## src/tgst_pkg.sv

```systemverilog
// tgst_pkg: constants and types for the transmit guard and self-test block
// assumes a 200 MHz system clock; long counts are overridden by top parameters
package tgst_pkg;
   // ----------------------------------------
   // timing
   // ----------------------------------------
   localparam int unsigned CLK_MHZ          = 200;
   localparam int unsigned TX_LIMIT_S       = 120;
   localparam longint unsigned TX_LIMIT_CYC = longint'(TX_LIMIT_S) * CLK_MHZ * 1000000;
   localparam int unsigned DKEY_GAP_MS      = 300;
   localparam longint unsigned DKEY_GAP_CYC = longint'(DKEY_GAP_MS) * CLK_MHZ * 1000;
   localparam int unsigned TEMP_PERIOD_US   = 1000;
   localparam longint unsigned TEMP_PERIOD_CYC = longint'(TEMP_PERIOD_US) * CLK_MHZ;
   localparam int unsigned BEEP_MS          = 100;
   localparam longint unsigned BEEP_CYC     = longint'(BEEP_MS) * CLK_MHZ * 1000;
   localparam int unsigned TONE_HALF_US     = 500;
   localparam longint unsigned TONE_HALF_CYC = longint'(TONE_HALF_US) * CLK_MHZ;
   localparam int unsigned TEST_STEP_MS     = 20;
   localparam longint unsigned TEST_STEP_CYC = longint'(TEST_STEP_MS) * CLK_MHZ * 1000;
   // ----------------------------------------
   // temperature and test sequence
   // ----------------------------------------
   localparam logic [7:0] TEMP_LIMIT_C   = 8'hA0;
   localparam logic [7:0] TEST_STEPS     = 8'hFF;
   localparam logic [3:0] BEEP_COUNT     = 4'h4;
   localparam logic [3:0] TEST_TONE_MASK = 4'h3;
   // ----------------------------------------
   // fault inputs, index order lowest code first
   // ----------------------------------------
   localparam int unsigned NFAULT = 11;
   localparam logic [7:0] FAULT_BCD [NFAULT] = '{
      8'h14, 8'h15, 8'h16, 8'h17, 8'h21, 8'h22, 8'h23, 8'h24, 8'h25, 8'h26, 8'h27};
   localparam logic [7:0] CODE_NONE  = 8'h00;
   localparam int unsigned IDX_TEMP    = 3;
   localparam int unsigned IDX_TIMEOUT = 10;
   typedef enum logic [1:0] {TGST_DISP_BLANK, TGST_DISP_DASH, TGST_DISP_FAIL} tgst_disp_t;
   typedef enum logic [2:0] {TGST_IDLE, TGST_TX, TGST_WAIT_REL, TGST_HOT_GAP,
                             TGST_HOT_TX} tgst_key_t;
endpackage

```

## src/tgst_beep_if.sv

```systemverilog
// tgst_beep_if: beep request and busy between key guard and beeper
// assumes both ends share sys_clk
`timescale 1ns/1ps
`default_nettype none
interface tgst_beep_if;
   logic start;
   logic tone_test;
   logic busy;
   modport ctrl (output start, output tone_test, input busy);
   modport gen  (input start, input tone_test, output busy);
endinterface
`default_nettype wire

```

## src/tgst_top.sv

```systemverilog
// tgst_top: transmit guard, over-temperature lockout and self-test reporting
// assumes ptt is debounced and test_req is a one-cycle pulse, both on sys_clk
`timescale 1ns/1ps
`default_nettype none
module tgst_top #(
   parameter longint unsigned TX_LIMIT_CYC    = tgst_pkg::TX_LIMIT_CYC,
   parameter longint unsigned DKEY_GAP_CYC    = tgst_pkg::DKEY_GAP_CYC,
   parameter longint unsigned TEMP_PERIOD_CYC = tgst_pkg::TEMP_PERIOD_CYC,
   parameter longint unsigned BEEP_CYC        = tgst_pkg::BEEP_CYC,
   parameter longint unsigned TEST_STEP_CYC   = tgst_pkg::TEST_STEP_CYC,
   parameter longint unsigned TONE_HALF_CYC   = tgst_pkg::TONE_HALF_CYC
) (
   // clock and reset
   input  wire logic                sys_clk,
   input  wire logic                arst_n,
   // operator and control unit
   input  wire logic                ptt,
   input  wire logic                test_req,
   // measurements
   input  wire logic [7:0]          tx_temp_c,
   input  wire logic [10:0]         fault_in,
   // transmitter
   output logic                     tx_key,
   output logic                     rx_enable,
   output logic                     sidetone_en,
   output logic                     audio_tone,
   // display
   output logic                     test_busy,
   output logic [7:0]               brightness,
   output tgst_pkg::tgst_disp_t     active_disp,
   output logic                     self_test_fail_indicator,
   output logic [7:0]               preset_code,
   output logic                     preset_show
);
   // ----------------------------------------
   // state
   // ----------------------------------------
   tgst_pkg::tgst_key_t key_st;
   tgst_pkg::tgst_key_t next_key_st;
   logic [35:0] tx_cnt;
   logic [35:0] next_tx_cnt;
   logic [31:0] gap_cnt;
   logic [31:0] next_gap_cnt;
   logic [31:0] samp_cnt;
   logic [31:0] next_samp_cnt;
   logic        hot;
   logic        next_hot;
   logic        ptt_q;
   logic        timed_out;
   logic        next_timed_out;
   logic        temp_trip;
   logic        next_temp_trip;
   logic        next_tx_key;
   logic        next_sidetone_en;
   logic        beep_start;
   logic        next_beep_start;
   logic        ptt_rise;
   logic        ptt_fall;
   logic        hot_now;

   tgst_beep_if bif ();

   // ----------------------------------------
   // key guard
   // ----------------------------------------
   assign ptt_rise = ptt & ~ptt_q;
   assign ptt_fall = ~ptt & ptt_q;
   assign hot_now  = (tx_temp_c > tgst_pkg::TEMP_LIMIT_C);

   always_comb begin
      next_key_st     = key_st;
      next_tx_cnt     = tx_cnt;
      next_gap_cnt    = gap_cnt;
      next_samp_cnt   = samp_cnt;
      next_hot        = hot;
      next_timed_out  = 1'b0;
      next_temp_trip  = 1'b0;
      next_beep_start = 1'b0;
      if (samp_cnt >= 32'(TEMP_PERIOD_CYC - 1)) begin
         next_samp_cnt = 32'h0;
         next_hot      = hot_now;
      end else begin
         next_samp_cnt = samp_cnt + 32'h1;
      end
      unique case (key_st)
         tgst_pkg::TGST_IDLE: begin
            next_tx_cnt = 36'h0;
            if (ptt_rise) begin
               next_key_st  = hot ? tgst_pkg::TGST_HOT_GAP : tgst_pkg::TGST_TX;
               next_gap_cnt = 32'h0;
            end
         end
         tgst_pkg::TGST_TX, tgst_pkg::TGST_HOT_TX: begin
            next_tx_cnt = tx_cnt + 36'h1;
            if (!ptt) begin
               next_key_st = tgst_pkg::TGST_IDLE;
            end else if (tx_cnt >= 36'(TX_LIMIT_CYC - 1)) begin
               next_key_st    = tgst_pkg::TGST_WAIT_REL;
               next_timed_out = 1'b1;
            // hot event in normal transmit ends it
            end else if (key_st == tgst_pkg::TGST_TX && hot) begin
               next_key_st    = tgst_pkg::TGST_WAIT_REL;
               next_temp_trip = 1'b1;
            end
         end
         tgst_pkg::TGST_WAIT_REL: begin
            // beeps on release after timeout, hot shutdown or an expired hot lockout gap
            if (!ptt) begin
               next_key_st     = tgst_pkg::TGST_IDLE;
               next_beep_start = 1'b1;
            end
         end
         tgst_pkg::TGST_HOT_GAP: begin
            // second quick press held overrides lockout
            next_gap_cnt = gap_cnt + 32'h1;
            if (!hot) begin
               next_key_st = ptt ? tgst_pkg::TGST_TX : tgst_pkg::TGST_IDLE;
            end else if (gap_cnt >= 32'(DKEY_GAP_CYC - 1)) begin
               next_key_st = ptt ? tgst_pkg::TGST_WAIT_REL : tgst_pkg::TGST_IDLE;
            end else if (ptt_rise) begin
               next_key_st = tgst_pkg::TGST_HOT_TX;
               next_tx_cnt = 36'h0;
            end
         end
      endcase
      next_tx_key      = (next_key_st == tgst_pkg::TGST_TX) ||
                         (next_key_st == tgst_pkg::TGST_HOT_TX);
      next_sidetone_en = next_tx_key;
   end

   always_ff @(posedge sys_clk or negedge arst_n) begin
      if (!arst_n) begin
         key_st      <= tgst_pkg::TGST_IDLE;
         tx_cnt      <= 36'h0;
         gap_cnt     <= 32'h0;
         samp_cnt    <= 32'h0;
         hot         <= 1'b0;
         ptt_q       <= 1'b0;
         timed_out   <= 1'b0;
         temp_trip   <= 1'b0;
         tx_key      <= 1'b0;
         rx_enable   <= 1'b1;
         sidetone_en <= 1'b0;
         beep_start  <= 1'b0;
      end else begin
         key_st      <= next_key_st;
         tx_cnt      <= next_tx_cnt;
         gap_cnt     <= next_gap_cnt;
         samp_cnt    <= next_samp_cnt;
         hot         <= next_hot;
         ptt_q       <= ptt;
         timed_out   <= next_timed_out;
         temp_trip   <= next_temp_trip;
         tx_key      <= next_tx_key;
         rx_enable   <= ~next_tx_key;
         sidetone_en <= next_sidetone_en;
         beep_start  <= next_beep_start;
      end
   end

   // ----------------------------------------
   // fault record and self-test
   // ----------------------------------------
   logic [10:0] fault_seen;
   logic [10:0] next_fault_seen;
   logic [31:0] step_cnt;
   logic [31:0] next_step_cnt;
   logic [7:0]  step;
   logic [7:0]  next_step;
   logic        next_test_busy;
   logic [7:0]  next_brightness;
   tgst_pkg::tgst_disp_t next_active_disp;
   logic        next_fail_ind;
   logic [7:0]  next_preset_code;
   logic        next_preset_show;
   logic [7:0]  lowest_code;
   logic        tone_kick;

   always_comb begin
      lowest_code = tgst_pkg::CODE_NONE;
      for (int i = tgst_pkg::NFAULT - 1; i >= 0; i--) begin
         if (fault_seen[i]) begin
            lowest_code = tgst_pkg::FAULT_BCD[i];
         end
      end
   end

   always_comb begin
      next_fault_seen = fault_seen | fault_in;
      next_fault_seen[tgst_pkg::IDX_TEMP] = fault_seen[tgst_pkg::IDX_TEMP] |
                                            fault_in[tgst_pkg::IDX_TEMP] | temp_trip;
      next_fault_seen[tgst_pkg::IDX_TIMEOUT] = fault_seen[tgst_pkg::IDX_TIMEOUT] |
                                               fault_in[tgst_pkg::IDX_TIMEOUT] | timed_out;
      next_step_cnt    = step_cnt;
      next_step        = step;
      next_test_busy   = test_busy;
      next_brightness  = brightness;
      next_active_disp = active_disp;
      next_fail_ind    = self_test_fail_indicator;
      next_preset_code = preset_code;
      next_preset_show = preset_show;
      tone_kick        = 1'b0;
      if (!test_busy) begin
         if (test_req) begin
            next_test_busy   = 1'b1;
            next_step        = 8'h00;
            next_step_cnt    = 32'h0;
            next_brightness  = 8'h00;
            next_active_disp = tgst_pkg::TGST_DISP_BLANK;
            next_fail_ind    = 1'b0;
            next_preset_show = 1'b0;
            tone_kick        = 1'b1;
         end
      end else if (step_cnt >= 32'(TEST_STEP_CYC - 1)) begin
         next_step_cnt   = 32'h0;
         next_step       = step + 8'h01;
         // brightness ramps 0x00 to 0xF0 in 16 steps, repeatedly
         next_brightness = {step[3:0], 4'h0};
         tone_kick       = (step[3:0] == 4'h0) && (step[5:4] != tgst_pkg::TEST_TONE_MASK[1:0]);
         if (step == tgst_pkg::TEST_STEPS) begin
            next_test_busy   = 1'b0;
            next_brightness  = 8'hFF;
            next_preset_show = 1'b1;
            next_preset_code = lowest_code;
            if (lowest_code == tgst_pkg::CODE_NONE) begin
               next_active_disp = tgst_pkg::TGST_DISP_DASH;
               next_fail_ind    = 1'b0;
            end else begin
               next_active_disp = tgst_pkg::TGST_DISP_FAIL;
               next_fail_ind    = 1'b1;
            end
         end
      end else begin
         next_step_cnt = step_cnt + 32'h1;
      end
   end

   always_ff @(posedge sys_clk or negedge arst_n) begin
      if (!arst_n) begin
         fault_seen               <= 11'h000;
         step_cnt                 <= 32'h0;
         step                     <= 8'h00;
         test_busy                <= 1'b0;
         brightness               <= 8'hFF;
         active_disp              <= tgst_pkg::TGST_DISP_BLANK;
         self_test_fail_indicator <= 1'b0;
         preset_code              <= 8'h00;
         preset_show              <= 1'b0;
      end else begin
         fault_seen               <= next_fault_seen;
         step_cnt                 <= next_step_cnt;
         step                     <= next_step;
         test_busy                <= next_test_busy;
         brightness               <= next_brightness;
         active_disp              <= next_active_disp;
         self_test_fail_indicator <= next_fail_ind;
         preset_code              <= next_preset_code;
         preset_show              <= next_preset_show;
      end
   end

   // ----------------------------------------
   // audio
   // ----------------------------------------
   // warning beeps take priority; a tone asked while busy is dropped
   assign bif.start     = beep_start | tone_kick;
   assign bif.tone_test = tone_kick & ~beep_start;

   tgst_beeper #(
      .BEEP_CYC      (BEEP_CYC),
      .TONE_HALF_CYC (TONE_HALF_CYC)
   ) u_beeper (
      .sys_clk (sys_clk),
      .arst_n  (arst_n),
      .bif     (bif),
      .tone    (audio_tone)
   );
endmodule
`default_nettype wire

```

## src/tgst_beeper.sv

```systemverilog
// tgst_beeper: square-wave tone burst generator
// assumes a single-cycle start; tone_test selects the longer self-test pattern
`timescale 1ns/1ps
`default_nettype none
module tgst_beeper #(
   parameter longint unsigned BEEP_CYC      = tgst_pkg::BEEP_CYC,
   parameter longint unsigned TONE_HALF_CYC = tgst_pkg::TONE_HALF_CYC
) (
   // clock and reset
   input  wire logic    sys_clk,
   input  wire logic    arst_n,
   // control
   tgst_beep_if.gen     bif,
   // audio
   output logic         tone
);
   logic [31:0] dur;
   logic [31:0] half;
   logic [3:0]  left;
   logic        next_tone;
   logic [31:0] next_dur;
   logic [31:0] next_half;
   logic [3:0]  next_left;

   always_comb begin
      next_tone = tone;
      next_dur  = dur;
      next_half = half;
      next_left = left;
      if (bif.start && left == 4'h0) begin
         // two beeps are two on-phases of four; test pattern runs eight phases
         next_left = bif.tone_test ? 4'h8 : tgst_pkg::BEEP_COUNT;
         next_dur  = 32'h0;
         next_half = 32'h0;
         next_tone = 1'b0;
      end else if (left != 4'h0) begin
         if (dur >= 32'(BEEP_CYC - 1)) begin
            next_dur  = 32'h0;
            next_left = left - 4'h1;
         end else begin
            next_dur = dur + 32'h1;
         end
         if (half >= 32'(TONE_HALF_CYC - 1)) begin
            next_half = 32'h0;
            next_tone = left[0] ? 1'b0 : ~tone;
         end else begin
            next_half = half + 32'h1;
         end
         if (next_left == 4'h0) begin
            next_tone = 1'b0;
         end
      end
   end

   always_ff @(posedge sys_clk or negedge arst_n) begin
      if (!arst_n) begin
         tone <= 1'b0;
         dur  <= 32'h0;
         half <= 32'h0;
         left <= 4'h0;
      end else begin
         tone <= next_tone;
         dur  <= next_dur;
         half <= next_half;
         left <= next_left;
      end
   end

   assign bif.busy = (left != 4'h0);
endmodule
`default_nettype wire

```

## config.mk

```make
export PLATFORM = sky130hd
export DESIGN_NAME = tgst_top
export DESIGN_NICKNAME = d
export VERILOG_FILES = /design/src/tgst_pkg.sv /design/src/tgst_beep_if.sv /design/src/tgst_top.sv /design/src/tgst_beeper.sv
export SDC_FILE = /design/constraint.sdc
export NUM_CORES = 1
export LEC_CHECK = 0
export BUFFER_PORTS_ARGS = -buffer_cell sky130_fd_sc_hd__buf_2
export CORE_ASPECT_RATIO = 0.7
export CORE_MARGIN = 4
export CORE_UTILIZATION = 49
export CTS_CLUSTER_DIAMETER = 30
export CTS_CLUSTER_SIZE = 12
export DETAILED_ROUTE_END_ITERATION = 12
export PLACE_DENSITY = 0.72
export SYNTH_ARGS = -nofsm -noshare
export SYNTH_HDL_FRONTEND = slang
export SYNTH_SLANG_ARGS = --single-unit
```

## constraint.sdc

```tcl
create_clock -name sys_clk -period 2.1 [get_ports sys_clk]
set_input_delay 0.42 -clock sys_clk [delete_from_list [all_inputs] [get_ports sys_clk]]
set_output_delay 0.42 -clock sys_clk [all_outputs]
set_load 0.02 [all_outputs]
```

# Yosys cells after proc, flatten, opt, wreduce, memory -nomap -nowiden
# Cells that the tools add are included.
# Widths: inputs -> output; s select.
[totals]
regBits = 251
input_bits = 23
out_inout_bits = 25
wordCells = 171
[op_classes]
addsub = 8
magnitude_cmp = 7
eq_ne = 14
muxes = 84
n_bitwise = 12
n_reduce_logical = 22
[ops]
columns = ["cell", "n"]
rows = [
  ["$mux 32", 11],
  ["$add 32x1->32 const B", 5],
  ["$mux 8", 16],
  ["$mux 36", 3],
  ["$pmux 36 s3", 1],
  ["$pmux 32 s2", 1],
  ["$add 36x1->36 const B", 1],
  ["$ge 36x35->1 const B", 1],
  ["$ge 32x17->1 const B", 1],
  ["$ge 32x18->1 const B", 1],
  ["$ge 32x22->1 const B", 1],
  ["$ge 32x25->1 const B", 1],
  ["$ge 32x26->1 const B", 1],
  ["$mux 1", 29],
  ["$mux 3", 8],
  ["$mux 4", 6],
  ["$mux 2", 7],
  ["$logic_not 4->1", 3],
  ["$pmux 3 s4", 1],
  ["$ne 2x2->1 const B", 5],
  ["$or 10x10->10", 1],
  ["$add 8x1->8 const B", 1],
  ["$eq 8x8->1 const B", 1],
  ["$gt 8x8->1 const B", 1],
  ["20 further kinds", 40],
]

# Depth between registers and ports, before layout
[depth]
word_depth = 16
mapped_depth = 11
ltp_nobuf = 8

# Hierarchy
# A second synthesis with hierarchy kept.
[unflattened]
hier_cells = 1275
area_unflattened_um2 = 12017.8
[by_module_without_submodules]
columns = ["mod", "n_inst", "cells_per_inst", "area_each_um2"]
rows = [
  ["tgst_top", 1, 920, 8592.0],
  ["tgst_beeper", 1, 355, 3425.8],
]

# Least setup slack after synthesis
# No wires, ideal clock.
[synth_path]
kind = "register -> register"
startpoint = "register step_cnt[0]"
endpoint = "register u_beeper.half[11]"
arrival_ns = 2.024
required_time_ns = 1.990
slack_ns = -0.034
path_stages_with_launch = 11
period_less_slack_ns = 2.134
path_cell_list = "dfrtp_1 -> ha_1 -> nand3_1 -> nor2_1 -> o211ai_1 -> a21oi_1 -> a311oi_2 -> buf_2 -> buf_2 -> o21ai_0 -> o41ai_1"
[synth_between]
elab_chain_len = 6
elab_cells_between_ends = 7
[synth_rtl]
columns = ["element", "line", "rtl"]
rows = [
  ["from (decl)", "tgst_top.sv:166", "logic [31:0] step_cnt;"],
  ["from (signal assigned)", "tgst_top.sv:251", "step_cnt <= next_step_cnt;"],
  ["$ge 32x22->1 *", "tgst_top.sv:214", "end else if (step_cnt >= 32'(TEST_STEP_CYC - 1)) begin"],
  ["$mux 1 *", "tgst_top.sv:214", ""],
  ["$mux 1 *", "tgst_top.sv:203", "if (!test_busy) begin"],
  ["$or 1x1->1 *", "tgst_top.sv:266", "assign bif.start = beep_start | tone_kick;"],
  ["$logic_and 1x1->1 *", "tgst_beeper.sv:30", "if (bif.start && left == 4'h0) begin"],
  ["$mux 32 / $reduce_bool 2->1 (equally long branches)", "n/a", ""],
  ["to (signal assigned)", "tgst_beeper.sv:64", "half <= next_half;"],
  ["to (decl)", "tgst_beeper.sv:18", "logic [31:0] half;"],
]
# Mark *: on every way between the ends. The rest lies on a longest branch, timed or not.
# A chain may end at the register's enable or synchronous reset.

# Worst setup path in the final report
[layout_path]
startpoint = "register step_cnt[0]"
endpoint = "register u_beeper.dur[9]"
[layout_between]
elab_chain_len = 6
elab_cells_between_ends = 7
[layout_rtl]
columns = ["element", "line", "rtl"]
rows = [
  ["$ge 32x22->1 *", "tgst_top.sv:214", ""],
  ["$mux 1 *", "tgst_top.sv:214", ""],
  ["$mux 1 *", "tgst_top.sv:203", ""],
  ["$or 1x1->1 *", "tgst_top.sv:266", ""],
  ["$logic_and 1x1->1 *", "tgst_beeper.sv:30", ""],
  ["$mux 32 / $reduce_bool 2->1 (equally long branches)", "n/a", ""],
  ["to (signal assigned)", "tgst_beeper.sv:63", "dur <= next_dur;"],
  ["to (decl)", "tgst_beeper.sv:17", "logic [31:0] dur;"],
]
# Marked as above.

==> reports/qor.txt <==
CP Data Required Time = 2.52 ns
Dpl ws = -0.179 ns
Antenna diodes = 0
Clock power frac = 49.3%
FF-to-FF Start = step_cnt[0]
Drt first pass iters = 6
CTS Sinks = 244
Worst Hold Launch = fault_in[2]
Gr busiest metal = met2
Synth area leaders = dfrtp_1, o21ai_0, nand2_1, nor2_1, nand3_1
Crit-path cells = ha_4, nand3_4, nor2_4, o211ai_1, buf_4, a21oi_2, a311oi_4, buf_6, buf_12, buf_16, o21ai_2, o41ai_2
Max-slew headroom = 36.1%
Antenna Violating Nets Remaining = 0
Setup TNS = -15.04 ns
Violated checks = negative setup slack
Top-count cell post-synth = dfrtp_1
P_sw = 4.15 mW
Root Buffer = clkbuf_16
Starting Density = 50.0%
Critical Path Source Type = flip-flop
Die X = 194 µm
Worst Tran Pin Value = 0.958 ns
Syn_area_per_cell = 9.48 µm²
Worst hold slack = 0.0667 ns
Peak supply drop = 0.771 mV
Distinct cells, synth = 70
WL/cell = 19.1 µm
Slew Limit Fails = 0
Slowest Stage Delay on Critical Path = 0.40 ns
Syn. warnings = 0
H-tree levels = 2
FF-to-FF setup slack = -0.25 ns
Comb power frac = 16.1%
Tmin final = 2.35 ns
Num rows = 47
Period Utilization, post-route = 112%
DRC errors left = 0
Post-synth top flop = dfrtp_1
Area delta synth->final = 46.0%
Post-Syn Instances = 1250
CP arrival = 2.77 ns
Power Internal = 10.6 mW
Die area = 26800 µm²
Total Routing Usage GR = 21.6%
RSZ-0062 raised after global routing = true
Fin util = 73.0%
Post-Route WL = 35700 µm
TritonCTS clock tree = done
Count of final hold-check violations = 0
Met1 global-route usage = 31.4%
Synth Register Bits = 244
Die Height = 138 µm
Vias in the first global route = 9953
Layout cells sized above 1 = 37.8%
Vias = 11000
Hold Crit Depth = 2
R2R depth = 12
Mapped Area = 11900 µm²
Placement Cell Area = 13500 µm²
Post-synth top area share = 50.2%
Placed Cells = 1715
Switching share of power = 28.1%
Critical Path End Type = flip-flop
Input/output buffers = 44
Hold Crit Endpoint = fault_seen[2]
Drt initial violations = 1004
Outcome = finished with violations
Cell Pwr Density = 853 nW/µm²
Met3 global-route usage = 4.45%
Async SR Flop Fraction = 100%
Post-synthesis sequential area ratio = 51.6%
Placer Congestion = 0.832
Placed wire-length estimate = 18300 µm
Reg-to-Reg End = u_beeper.dur[9]
Leakage = 7.58 nW
Nets@finish = 1551
Gr ovfl total = 0
Num CTS Buffers = 43
Non-filler cells, final = 1870
Clock Pin Slew Worst Setup and Hold Paths = 0.05 ns
Vias per cell = 5.89
Reg power frac = 34.6%
Clk buf depth = 3
Area leader, netlist = dfrtp_1
First-pass GRT wire length = 49200 µm
Critical path type = reg2reg
Core area = 23700 µm²
Top cells by count, synth = dfrtp_1, nand2_1, nor2_1, o21ai_0, nand3_1
Grt met2 use = 33.0%
# setup viols final = 122
Post-Layout Inst Area = 17300 µm²
Post-synth EDFFs = 0
Top-Level Pins = 48
CP max-delay cell = dfrtp_1
Largest net degree at the start of global routing = 57
Worst Hold Class = in2reg
# Max-Cap Violations = 0
Pwr Total = 14.8 mW
Clock skew = 0.0340 ns
Critical-path maximum fanout = 6
Fmax = 425 MHz
Worst Setup Slack, final = -0.254 ns
Initial antenna violation count = 0
Latest clock arrival within the worst-skew pair = 0.55 ns
per-layer routing:
layer  share of wire (%)  vias to the layer above
li1                    -                     5032
met1                  42                     5419
met2                  48                      465
met3                 6.7                       96
met4                 2.9                        0
met5                   0                        -
cell usage in the layout (no fill, tap or decap), types with 24 or more instances in the layout:
master,count
and3_1,29
buf_2,43
buf_4,162
clkbuf_16,55
dfrtp_1,237
inv_1,24
nand2_1,135
nand3_1,58
nand4_1,40
nor2_1,95
o21ai_0,32
o21ai_1,50
o21ai_2,43
o31ai_1,25
power by group through the flow:
stage	clock network (mW)	registers [mW]	logic, mW
4_1_cts	7.35	5.07	1.51
3_5_place_dp	0	5.14	1.48
5_1_grt	7.63	5.13	2.51
6_report	7.28	5.11	2.38
3_3_place_gp	0	5.13	1.46
2_1_floorplan	0	5.19	0.745
cells by family after synthesis:
family / Yosys count / synth area share, %
compound gates: 257 / 13.4
xor+xnor: 51 / 3.77
fa+ha+maj: 10 / 1.06
buf+inv: 85 / 3.22
flops: 244 / 51.6
mux: 13 / 1.12
other cells: 1 / 0.0316
simple gates: 589 / 25.8
final cells by class:
class                      count  area [µm²]
multi-input combinational    938        6630
fill                        1536        6390
sequential                   244        6110
timing repair buffer         265        2540
clock buffer                  47        1140
tap                          318         398
clock inverter                32         377
inverter                      25        97.6
timing repair inverter         1        5.00
flip-flops by register name, summed over array words and instances, names as in the netlist, 2 cells and up:
signal,count
tx_cnt,36
gap_cnt,32
samp_cnt,32
step_cnt,32
u_beeper.dur,32
u_beeper.half,32
fault_seen,11
step,8
brightness,5
preset_code,5
u_beeper.left,4
key_st,3
active_disp,2
what timing repair did:
action	CTS	global route
resized for setup	83	291
pin swaps	23	139
gates cloned	8	16
hold endpoints to repair	39	0
setup buffers	10	45
setup endpoints to repair	94	151
hold buffers	1	0
worst max-delay path: cells and delay by family, from the launching register on:
kind,cells,cell delay (ns)
AO/OA/AOI/OAI,5,0.85
buffers and inverters,4,0.61
flip-flops,1,0.40
AND/OR/NAND/NOR,2,0.19
adder cells (fa/ha/maj),1,0.18
worst max-delay path by stage:
stage | slack (ns) | startpoint | to
2_1_floorplan | -0.001 | gap_cnt[28] | tx_cnt[34]
3_3_place_gp | -0.08 | step_cnt[0] | u_beeper.tone
3_5_place_dp | -0.18 | step_cnt[14] | u_beeper.tone
4_1_cts | -0.11 | step_cnt[25] | u_beeper.dur[9]
5_1_grt | -0.33 | u_beeper.left[0] | u_beeper.dur[24]
6_report | -0.25 | step_cnt[0] | u_beeper.dur[9]
Note: power is estimated with default switching activity, not from simulation.
